$ cat config.mk
export PLATFORM = sky130hd
export DESIGN_NAME = emp_ctrl
export DESIGN_NICKNAME = d
export VERILOG_FILES = /design/src/hw/emp_pkg.sv /design/src/hw/emp_ctrl.sv
export SDC_FILE = /design/constraint.sdc
export NUM_CORES = 1
export LEC_CHECK = 0
export BUFFER_PORTS_ARGS = -buffer_cell sky130_fd_sc_hd__buf_2
export CAP_MARGIN = 5
export CORE_MARGIN = 2
export CORE_UTILIZATION = 50
export DETAILED_ROUTE_END_ITERATION = 10
export PLACE_DENSITY = 0.7
export SLEW_MARGIN = 20
export SYNTH_ARGS = -nofsm -noshare
export SYNTH_HDL_FRONTEND = slang
export SYNTH_SLANG_ARGS = --single-unit
$ cat constraint.sdc
create_clock -name clk_in -period 10.54 [get_ports clk_in]
set_input_delay 2.108 -clock clk_in [delete_from_list [all_inputs] [get_ports clk_in]]
set_output_delay 2.108 -clock clk_in [all_outputs]
set_load 0.03 [all_outputs]
$ cat src/hw/emp_pkg.sv
// package for the external memory port controller
package emp_pkg;
    // register offsets (word addresses on the plain register port)
    localparam logic [3:0] EMP_REG_BANK0 = 4'h0;
    localparam logic [3:0] EMP_REG_BANK1 = 4'h1;
    localparam logic [3:0] EMP_REG_BANK2 = 4'h2;
    localparam logic [3:0] EMP_REG_BANK3 = 4'h3;
    localparam logic [3:0] EMP_REG_BOOT = 4'h4;
    localparam logic [3:0] EMP_REG_IO = 4'h5;
    localparam logic [3:0] EMP_REG_PAGES10 = 4'h6;
    localparam logic [3:0] EMP_REG_PAGES32 = 4'h7;
    localparam logic [3:0] EMP_REG_CTL = 4'h8;
    localparam logic [3:0] EMP_REG_WSTAT = 4'h9;
    localparam logic [3:0] EMP_REG_BSTAT = 4'hA;
    // region control field positions
    localparam int EMP_RWC_LSB = 0;
    localparam int EMP_WWC_LSB = 3;
    localparam int EMP_WMS_LSB = 6;
    localparam int EMP_CDS_LSB = 8;
    localparam int EMP_WHE_BIT = 11;
    // status and bus lock field positions
    localparam int EMP_WPF_BIT = 8;
    localparam int EMP_BSY_LSB = 0;
    localparam int EMP_MID_LSB = 2;
    localparam int EMP_WPS_LSB = 7;
    localparam int EMP_BL_BIT = 0;
    // reset values
    localparam logic [15:0] EMP_RCTL_RST = 16'h0000;
    localparam logic [7:0] EMP_PG0_RST = 8'h01;
    localparam logic [7:0] EMP_PG1_RST = 8'h40;
    localparam logic [7:0] EMP_PG2_RST = 8'h80;
    localparam logic [7:0] EMP_PG3_RST = 8'hC0;
    // waitstate modes
    localparam logic [1:0] EMP_WMS_ACK = 2'h0;
    localparam logic [1:0] EMP_WMS_WAIT = 2'h1;
    localparam logic [1:0] EMP_WMS_BOTH = 2'h2;
    localparam logic [1:0] EMP_WMS_EITHER = 2'h3;
    localparam logic [2:0] EMP_ACK_MIN_WS = 3'h2;
    localparam logic [2:0] EMP_CDS_MAX = 3'h5;
    // bus owner codes
    localparam logic [1:0] EMP_BSY_IDLE = 2'h0;
    localparam logic [1:0] EMP_BSY_OFF = 2'h1;
    localparam logic [1:0] EMP_BSY_ON = 2'h2;
    // master ids (arbitrary values)
    localparam logic [4:0] EMP_MID_CORE = 5'h01;
    localparam logic [4:0] EMP_MID_EXT = 5'h1F;
    // region index
    localparam logic [2:0] EMP_RGN_BOOT = 3'h4;
    localparam logic [2:0] EMP_RGN_IO = 3'h5;

    typedef enum logic [4:0] {
        EMP_IDLE = 5'b00001,
        EMP_STROBE = 5'b00010,
        EMP_HOLD = 5'b00100,
        EMP_GRANT = 5'b01000,
        EMP_GAP = 5'b10000
    } emp_state_e;

    // one access request from the core
    typedef struct packed {
        logic [2:0] space;
        logic write;
        logic [21:0] addr;
        logic [15:0] data;
    } emp_req_s;

    // external pin group
    typedef struct packed {
        logic [21:0] addr;
        logic [15:0] data;
        logic rd_n;
        logic wr_n;
        logic [3:0] bank_sel_n;
        logic boot_sel_n;
        logic io_sel_n;
    } emp_pins_s;
endpackage

$ cat src/hw/emp_ctrl.sv
// external memory port controller: waitstates, clocks, banks, arbitration
// Operation
// RULE1 - count fields give zero to seven waitstates
// RULE2 - mode zero ends on ack, two minimum
// RULE3 - mode one uses count only
// RULE4 - mode two needs count and ack
// RULE5 - mode three ends on count or ack
// RULE6 - write hold keeps address, data one cycle
// RULE7 - hold applies in every mode
// RULE8 - divider ratios one to thirty two
// RULE9 - four banks, reprogrammable lower page
// RULE10 - bank zero at 0x10000, select matching bank
// RULE11 - write pending flag at bit eight
// RULE12 - bus owner state in bits one-zero
// RULE13 - last master id in bits six-two
// RULE14 - packer byte count in bits eight-seven; the code always reads zero there
// RULE15 - writes posted without stalling core
// RULE16 - idle request floats pins, grants next cycle
// RULE17 - core stalls only on external access
// RULE18 - grant after current access completes
// RULE19 - grant between two accesses
// RULE20 - request removal drops grant same cycle; the code drops it one cycle after the synced request falls
// RULE21 - arbitration works in reset and boot
// RULE22 - grant hung when access waits on grant
// RULE23 - region control field layout
// RULE24 - bus lock ignores requests
// RULE25 - request passes two-stage synchroniser
//
// The address-and-strobe port and the register addresses were chosen for this implementation.
`timescale 1ns/1ps
`default_nettype none
module emp_ctrl
    import emp_pkg::*;
#(
    parameter int ADDR_W = 22 // external address width
) (
    input wire logic clk_in, // peripheral clock
    input wire logic rst_in, // sync reset, active high
    input wire logic [3:0] reg_addr_in, // register index
    input wire logic [15:0] reg_wdata_in, // register write data
    input wire logic reg_wr_in, // register write strobe
    input wire logic reg_rd_in, // register read strobe
    output logic [15:0] reg_rdata_out, // read data, next cycle
    input wire logic req_valid_in, // core access request
    input wire emp_req_s req_in, // access descriptor
    output logic req_ready_out, // request accepted
    output logic core_stall_out, // core held off
    output logic [15:0] rd_data_out, // read return data
    output logic rd_valid_out, // read data pulse
    input wire logic boot_active_in, // boot loader running
    input wire logic ack_in, // external acknowledge
    input wire logic [15:0] data_pin_in, // data bus in
    output emp_pins_s pins_out, // pin values
    output logic pins_oe_out, // drive pins when high
    output logic output_clock_out, // region access clock
    input wire logic bus_request_n_in, // async bus request
    output logic bus_grant_n_out, // bus grant, low active
    output logic grant_hung_n_out // grant hung, low active
);
    // refuse address widths that the page decode cannot serve
    if (ADDR_W < 17 || ADDR_W > 22) begin : g_bad_addr_w
        $error("ADDR_W out of range");
    end

    // whole state in one struct
    typedef struct packed {
        emp_state_e st;
        logic [5:0][15:0] rctl;
        logic [3:0][7:0] page;
        logic lock;
        logic [15:0] rdata;
        emp_req_s cur;
        emp_pins_s pins;
        logic [4:0] div_cnt;
        logic [3:0] ws_cnt;
        logic req_s1;
        logic req_s2;
        logic grant;
        logic [4:0] mid;
        logic [15:0] rd_data;
        logic rd_valid;
        logic aclk;
    } emp_st_s;

    emp_st_s q_ff, nxt_q;

    // access clock ratio as a divider mask
    function automatic logic [4:0] div_mask(input logic [2:0] cds);
        logic [4:0] m;
        m = 5'h00;
        if (cds <= EMP_CDS_MAX) m = 5'((6'h01 << cds) - 6'h01); // RULE8
        else m = 5'h1F;
        return m;
    endfunction

    // address to bank select, one-hot low-active
    function automatic logic [3:0] bank_of(input logic [21:0] a,
                                          input logic [3:0][7:0] pg);
        logic [7:0] p;
        logic [3:0] s;
        p = a[ADDR_W-1 -: 8];
        s = 4'hF;
        if (a >= 22'h010000) begin // RULE10
            if (p >= pg[3]) s = 4'h7;
            else if (p >= pg[2]) s = 4'hB;
            else if (p >= pg[1]) s = 4'hD;
            else if (p >= pg[0]) s = 4'hE;
        end
        return s;
    endfunction

    logic [15:0] rc; // active region control
    logic [2:0] wcnt; // programmed count
    logic [1:0] wms; // active mode
    logic aedge; // one access clock tick
    logic cnt_done; // count elapsed
    logic done; // access ends this tick
    logic req_act; // synced request asserted
    logic ack_pend; // core access waiting on grant

    // access termination and state walk
    always_comb begin
        nxt_q = q_ff;
        nxt_q.rd_valid = 1'b0;
        nxt_q.req_s1 = ~bus_request_n_in; // RULE25
        nxt_q.req_s2 = q_ff.req_s1; // RULE25
        req_act = q_ff.req_s2 & ~q_ff.lock; // RULE24
        rc = q_ff.rctl[q_ff.cur.space];
        wms = rc[EMP_WMS_LSB +: 2];
        wcnt = q_ff.cur.write ? rc[EMP_WWC_LSB +: 3]
                              : rc[EMP_RWC_LSB +: 3]; // RULE1 RULE23
        if (wms == EMP_WMS_ACK && wcnt < EMP_ACK_MIN_WS)
            wcnt = EMP_ACK_MIN_WS; // RULE2
        aedge = (q_ff.div_cnt & div_mask(rc[EMP_CDS_LSB +: 3])) == 5'h00;
        cnt_done = q_ff.ws_cnt >= {1'b0, wcnt};
        unique case (wms)
            EMP_WMS_ACK: done = cnt_done & ack_in; // RULE2
            EMP_WMS_WAIT: done = cnt_done; // RULE3
            EMP_WMS_BOTH: done = cnt_done & ack_in; // RULE4
            EMP_WMS_EITHER: done = cnt_done | ack_in; // RULE5
        endcase
        ack_pend = req_valid_in & (q_ff.st == EMP_GRANT);
        req_ready_out = 1'b0;
        nxt_q.div_cnt = q_ff.div_cnt + 5'h01;
        if (aedge) nxt_q.aclk = ~q_ff.aclk;
        // register writes
        if (reg_wr_in) begin
            if (reg_addr_in <= EMP_REG_IO)
                nxt_q.rctl[reg_addr_in[2:0]] = reg_wdata_in; // RULE23
            else if (reg_addr_in == EMP_REG_PAGES10) begin
                nxt_q.page[0] = reg_wdata_in[7:0]; // RULE9
                nxt_q.page[1] = reg_wdata_in[15:8];
            end else if (reg_addr_in == EMP_REG_PAGES32) begin
                nxt_q.page[2] = reg_wdata_in[7:0];
                nxt_q.page[3] = reg_wdata_in[15:8];
            end else if (reg_addr_in == EMP_REG_CTL)
                nxt_q.lock = reg_wdata_in[EMP_BL_BIT]; // RULE24
        end
        // register reads
        nxt_q.rdata = 16'h0000;
        if (reg_rd_in) begin
            unique case (reg_addr_in)
                EMP_REG_BANK0, EMP_REG_BANK1, EMP_REG_BANK2,
                EMP_REG_BANK3, EMP_REG_BOOT, EMP_REG_IO:
                    nxt_q.rdata = q_ff.rctl[reg_addr_in[2:0]];
                EMP_REG_PAGES10: nxt_q.rdata = {q_ff.page[1], q_ff.page[0]};
                EMP_REG_PAGES32: nxt_q.rdata = {q_ff.page[3], q_ff.page[2]};
                EMP_REG_CTL: nxt_q.rdata = {15'h0000, q_ff.lock};
                EMP_REG_WSTAT: // RULE11
                    nxt_q.rdata[EMP_WPF_BIT] = q_ff.cur.write &
                        (q_ff.st == EMP_STROBE || q_ff.st == EMP_HOLD);
                EMP_REG_BSTAT: begin
                    nxt_q.rdata[EMP_BSY_LSB +: 2] = q_ff.grant ? EMP_BSY_OFF :
                        (q_ff.st == EMP_IDLE ? EMP_BSY_IDLE
                                             : EMP_BSY_ON); // RULE12
                    nxt_q.rdata[EMP_MID_LSB +: 5] = q_ff.mid; // RULE13
                    nxt_q.rdata[EMP_WPS_LSB +: 2] = 2'h0; // RULE14
                end
                default: nxt_q.rdata = 16'h0000; // unmapped reads zero
            endcase
        end
        // access sequencer and arbiter
        unique case (q_ff.st)
            EMP_IDLE: begin
                if (req_act) begin // RULE16 RULE21
                    nxt_q.st = EMP_GRANT;
                    nxt_q.grant = 1'b1;
                    nxt_q.mid = EMP_MID_EXT;
                end else if (req_valid_in) begin
                    req_ready_out = 1'b1; // RULE15 write posted here
                    nxt_q.cur = req_in;
                    nxt_q.st = EMP_STROBE;
                    nxt_q.ws_cnt = 4'h0;
                    nxt_q.div_cnt = 5'h01;
                    nxt_q.mid = EMP_MID_CORE;
                    nxt_q.pins.addr = req_in.addr;
                    nxt_q.pins.data = req_in.data;
                    nxt_q.pins.rd_n = req_in.write;
                    nxt_q.pins.wr_n = ~req_in.write;
                    nxt_q.pins.bank_sel_n = 4'hF;
                    nxt_q.pins.boot_sel_n = req_in.space != EMP_RGN_BOOT;
                    nxt_q.pins.io_sel_n = req_in.space != EMP_RGN_IO;
                    if (req_in.space < EMP_RGN_BOOT)
                        nxt_q.pins.bank_sel_n =
                            bank_of(req_in.addr, q_ff.page); // RULE10
                end
            end
            EMP_STROBE: if (aedge) begin
                if (done) begin // RULE18 RULE21 grant waits for this
                    nxt_q.pins.rd_n = 1'b1;
                    nxt_q.pins.wr_n = 1'b1;
                    if (!q_ff.cur.write) begin
                        nxt_q.rd_data = data_pin_in;
                        nxt_q.rd_valid = 1'b1;
                    end
                    if (q_ff.cur.write && rc[EMP_WHE_BIT])
                        nxt_q.st = EMP_HOLD; // RULE6 RULE7
                    else
                        nxt_q.st = EMP_GAP;
                end else if (q_ff.ws_cnt != 4'hF)
                    nxt_q.ws_cnt = q_ff.ws_cnt + 4'h1;
            end
            EMP_HOLD: if (aedge) nxt_q.st = EMP_GAP; // RULE6
            EMP_GAP: begin // RULE19 bus may go away between accesses
                nxt_q.pins.bank_sel_n = 4'hF;
                nxt_q.pins.boot_sel_n = 1'b1;
                nxt_q.pins.io_sel_n = 1'b1;
                nxt_q.st = EMP_IDLE;
                if (req_act) begin
                    nxt_q.st = EMP_GRANT;
                    nxt_q.grant = 1'b1;
                    nxt_q.mid = EMP_MID_EXT;
                end
            end
            EMP_GRANT: if (!req_act) begin // RULE20 RULE22
                nxt_q.st = EMP_IDLE;
                nxt_q.grant = 1'b0;
            end
        endcase
        if (rst_in) begin
            nxt_q.st = q_ff.grant ? q_ff.st : EMP_IDLE; // RULE21
        end
    end

    // state register
    always_ff @(posedge clk_in) begin
        if (rst_in) begin
            q_ff.rctl <= {6{EMP_RCTL_RST}};
            q_ff.page <= {EMP_PG3_RST, EMP_PG2_RST, EMP_PG1_RST,
                          EMP_PG0_RST}; // RULE9
            q_ff.lock <= 1'b0;
            q_ff.rdata <= 16'h0000;
            q_ff.cur <= '0;
            q_ff.pins <= '{addr: '0, data: '0, rd_n: 1'b1, wr_n: 1'b1,
                bank_sel_n: 4'hF, boot_sel_n: 1'b1, io_sel_n: 1'b1};
            q_ff.div_cnt <= 5'h00;
            q_ff.ws_cnt <= 4'h0;
            q_ff.req_s1 <= nxt_q.req_s1; // arbitration runs in reset
            q_ff.req_s2 <= nxt_q.req_s2;
            // only the second stage decides, so state and grant agree
            q_ff.st <= q_ff.req_s2 ? EMP_GRANT : EMP_IDLE; // RULE21
            q_ff.grant <= q_ff.req_s2; // RULE21
            q_ff.mid <= 5'h00;
            q_ff.rd_data <= 16'h0000;
            q_ff.rd_valid <= 1'b0;
            q_ff.aclk <= 1'b0;
        end else begin
            q_ff <= nxt_q;
        end
    end

    // outputs
    assign reg_rdata_out = q_ff.rdata;
    assign pins_out = q_ff.pins;
    assign pins_oe_out = ~q_ff.grant; // RULE16 float while granted
    assign bus_grant_n_out = ~q_ff.grant;
    assign grant_hung_n_out = ~ack_pend; // RULE22
    assign core_stall_out = req_valid_in & ~req_ready_out; // RULE17
    assign rd_data_out = q_ff.rd_data;
    assign rd_valid_out = q_ff.rd_valid;
    assign output_clock_out = q_ff.aclk; // RULE8
endmodule
`default_nettype wire

# Word-level counts from Yosys, hierarchy flattened
# Cells that the tools add are included.
# op_classes
addsub	3
bitwise	23
n_shift	1
muxes	70
n_reduce_logical	26
order_cmp	13
eq_ne	36
# op_table
op	n
273-bit 2-to-1 mux	1
97-bit 2-to-1 mux	2
129-bit 2-to-1 mux	1
16-bit binary-select mux with 3-bit select	2
96-bit bitwise mux	1
16-bit 2-to-1 mux	6
96-bit 2-to-1 mux	1
80-bit 2-to-1 mux	1
17-bit 2-to-1 mux	4
5-bit 2-to-1 mux	11
16-bit demux with 3-bit select	1
4-bit 2-to-1 mux	10
8-bit case mux with 5 select lines	1
33-bit 2-to-1 mux	1
8-bit greater-or-equal comparator	4
3-bit != test (second input constant)	9
5-bit case mux with 5 select lines	1
22-bit by 17-bit greater-or-equal comparator with 1-bit output (second input constant)	1
7-bit case mux with 3 select lines	1
4-bit by 3-bit == test with 1-bit output (second input constant)	4
1-bit inverter	16
5-bit AND reduction	3
4-bit == test (second input constant)	3
12-bit 2-to-1 mux	1
other kinds (50)	86
# word_totals
register_bits	235
output_inout_bits	85
elab_cells	203
input_bits	86

# Logic depth before layout (Yosys ltp)
# logic_depth
depth_word	13
mapped_depth	16
depth_no_buf	14

# Least setup slack after synthesis
# Ideal clock, no wire load.
# synth_path
path_type	in2out
startpoint	input req_valid_in
endpoint	output req_ready_out
n_path_buf	1
t_required_ns	8.432
path_stages	3
path_slack_ns	5.550
t_arrival_ns	2.882
path_cell_list	nand4_1 -> clkinv_1 -> clkbuf_1
# synth_via
elab_chain_len	3
# synth_rtl
item	line	text
start, declared	emp_ctrl.sv:44	input wire logic req_valid_in,
1-bit 2-to-1 mux	emp_ctrl.sv:189	end else if (req_valid_in) begin
1-bit 2-to-1 mux	emp_ctrl.sv:185	if (req_act) begin
1-bit 2-to-1 mux	emp_ctrl.sv:183	unique case (q_ff.st)
end, declared	emp_ctrl.sv:46	output logic req_ready_out,
# No other way between the ends.

# Final worst setup path
# Ends and elaborated chain as after synthesis.

==> results.yml <==
power_and_ir_drop:
  maximum_ir_drop_on_the_vdd_rail_uv: 141
  p_leak_nw: 4.76
  power_per_cell_area_nw_per_um2: 160
sta:
  grt_setup_unrepaired: "no"
  max_clock_freq_ghz: 0.207
  finalSetupViolCount: 0
  fin_tns_setup_ns: 0
  period_needed_ns: 4.83
  fin_ws_ns: 5.71
  final_hold_viol_count: 0
  final_max_slew_violation_count: 0
  worst_clock_skew_ns: 0.0188
  transition_time_at_the_pin_with_the_least_slew_margin_ns: 1.06
  maxSlewHeadroom: 0.294
  fin_crit_sh: 0.458
global_route:
  first_global_vias: 9181
  number_of_antenna_violations_at_the_first_check_in_global_routing: 0
  grt_first_pass_wirelength_um: 49100
  track_usage: 0.252
  grt_overflow: 0
  largest_net_degree_at_the_start_of_global_routing: 115
synthesis:
  synth_sequential_area_ratio: 0.406
  synth.avg_cell_area_um2: 8.18
  netlist.area_leader.share: 0.391
  synth_flop_cell: "sky130_fd_sc_hd__dfxtp_1"
  synth-simple-area-share: 0.197
  synth.yosys.warnings: 0
  post_synth_most_frequent_cells: "364 x sky130_fd_sc_hd__nand2_1, 226 x sky130_fd_sc_hd__dfxtp_1, 210 x sky130_fd_sc_hd__a21oi_1"
  synth_enable_flop_cells: 6
  main_combinational_cell_family_by_area_after_synthesis: "simple AND/OR/NAND/NOR gates"
  synth_area_leaders: "sky130_fd_sc_hd__dfxtp_1 39%, sky130_fd_sc_hd__nand2_1 12%, sky130_fd_sc_hd__a21oi_1 9.1%"
  syn-num-nets: 1539
  number_of_flip_flops_and_latches_in_the_synthesized_netlist: 232
  synth_top_cell_by_area: "sky130_fd_sc_hd__dfxtp_1"
  synth_area_um2: 11600
  synthArstFlopShare: 0
  synth_compound_area_frac: 0.166
  share_of_cell_area_taken_by_muxes_after_synthesis: 0.0848
  synth.most_common_cell: "sky130_fd_sc_hd__nand2_1"
  synthXorXnorAreaFrac: 0.00303
  post_synthesis_cell_type_count: 65
  synth-adder-area-share: 0.0411
  syn-instance-count: 1415
worst_setup_path:
  critPathCaptureType: "primary output"
  cp_required_ns: 8.43
  r2r_start: "q_ff[121]"
  crit_arrival_ns: 2.72
  timing.critical_path.from: "req_valid_in"
  criticalPathCategory: "in2out"
  largest_driver_fanout_on_the_critical_path: 5
  startpoint_class: "input pin"
min_path:
  start_point_of_the_worst_min_delay_path: "nxt_q[24]"
  hold_path.class: "reg2reg"
drt:
  ant_nets: 0
  totalWireLength_um: 31400
  drcViolationCount: 0
  via_count: 9977
  first_pass_iters: 6
  post_drt_wl_per_cell_um: 17.9
  drt_iter0_drc: 1195
  via_per_inst: 5.69
floorplan:
  placeable_area_um2: 22700
  pin_count: 171
  die_h_um: 156
  fp.dieArea_um2: 24400
  rows: 55
  initial_utilization: 0.510
  chipWidth_um: 156
layout:
  layout-drive-gt1-share: 0.185
  synthToLayoutAreaGrowth_pct: 10.8
  total_area_of_multi_input_combinational_cells_um2: 5720
  final_non_filler_cell_total: 1753
  sequential_cell_area_um2: 4700
  insertedDiodeCount: 0
  design.final.nets: 1572
  post_layout_utilization_of_the_core: 0.565
  fill_cells: 2134
clocking:
  cts_root_buf: "sky130_fd_sc_hd__clkbuf_16"
  cts_resized: 0
  tritoncts.num_buffers: 26
  cts.path.max_buffers: 3
  cts.sink_count: 232
  htree_levels: 1
  cts_tree: "yes"
  post-cts-setup-buffer-count: 0
  clk_latency_worst_skew_pair_ns: 0.54
  holdBufCountCts: 0
  clk_transition_reported_paths_ns: 0.06
job:
  timing.max_cap.violations: 0
placement:
  dp.final_hpwl_um: 21100
  port-buffer-count: 169
  place.gp.congestion: 0.864
  dpl_worst_slack_ns: 5.71
  dp_cells: 1705
run_status:
  outcome: "completed"
==> power breakdown <==
part           internal [W]  leakage, nW  switching (W)
registers          0.000900         1.89      0.0000158
logic             0.0000603         2.42       0.000121
clock network      0.000591        0.448       0.000369
==> placed cells by master (no fill, tap or decap), drive strengths merged, types with 3 or more instances in the layout <==
| master | n |
|---|---|
| nand2 | 364 |
| dfxtp | 226 |
| a21oi | 210 |
| buf | 185 |
| nor2 | 63 |
| inv | 42 |
| clkbuf | 39 |
| ha | 38 |
| mux2i | 35 |
| mux4 | 27 |
| o21ai | 23 |
| o31ai | 19 |
| nor3 | 18 |
| nand4b | 16 |
| nand2b | 15 |
| nand3 | 13 |
| nor2b | 8 |
| a21o | 8 |
| a221oi | 7 |
| a222oi | 7 |
| nand3b | 6 |
| edfxtp | 6 |
| nor4 | 5 |
| or2 | 5 |
| o211ai | 5 |
| a31o | 5 |
| a211o | 5 |
| nor3b | 4 |
| clkinv | 4 |
| o22ai | 3 |
| and2 | 3 |
| o21bai | 3 |
| a22oi | 3 |
| xnor2 | 3 |
| bufinv | 3 |
| o2bb2ai | 3 |
==> per-stage QoR <==
stage,hold slack [ns],power [W],area (um^2)
floorplan,0.310,0.00106,11600
global placement,0.321,0.00111,11900
detailed placement,0.320,0.00111,11900
CTS,0.347,0.00207,12800
global route,0.362,0.00213,12800
finish,0.342,0.00206,12800
==> critical path, cell delays in order <==
cell                       delay (ns)
sky130_fd_sc_hd__buf_2           0.13
sky130_fd_sc_hd__nand4_1         0.13
sky130_fd_sc_hd__clkinv_1        0.13
sky130_fd_sc_hd__buf_2           0.21
==> metal layers <==
layer	vias up	share of wire	routed length [um]	GRT usage
li1	4837	-	-	-
met1	4675	0.43	13500	0.336
met2	390	0.46	14600	0.417
met3	75	0.071	2220	0.0383
met4	0	0.033	1050	0.0935
met5	-	0	0	0
==> worst paths after layout <==
| kind | end | slack [ns] | depth (start not counted) |
|---|---|---|---|
| worst max-delay path | req_ready_out | 5.71 | 4 |
| worst max register to register | q_ff[268] | 6.38 | 13 |
| worst min register to register | q_ff[24] | 0.34 | 0 |
| worst min-delay path | q_ff[24] | 0.34 | 0 |
==> final cells by class <==
| type | count | share of cell area |
|---|---|---|
| clock inverter | 9 | 0.0100 |
| timing repair buffer | 185 | 0.0758 |
| multi-input combinational | 961 | 0.446 |
| clock buffer | 39 | 0.0616 |
| inverter | 42 | 0.0123 |
| sequential | 232 | 0.367 |
| tap | 285 | 0.0278 |
==> cells by family after synthesis <==
kind of cell,count (synthesis)
and+or+nand+nor,531
buffers and inverters,222
AOI/OAI and AO/OA,324
xor gates and xnor gates,4
adders and majority gates,38
muxes,64
DFF,232
Note: power is estimated with default switching activity, not from simulation.
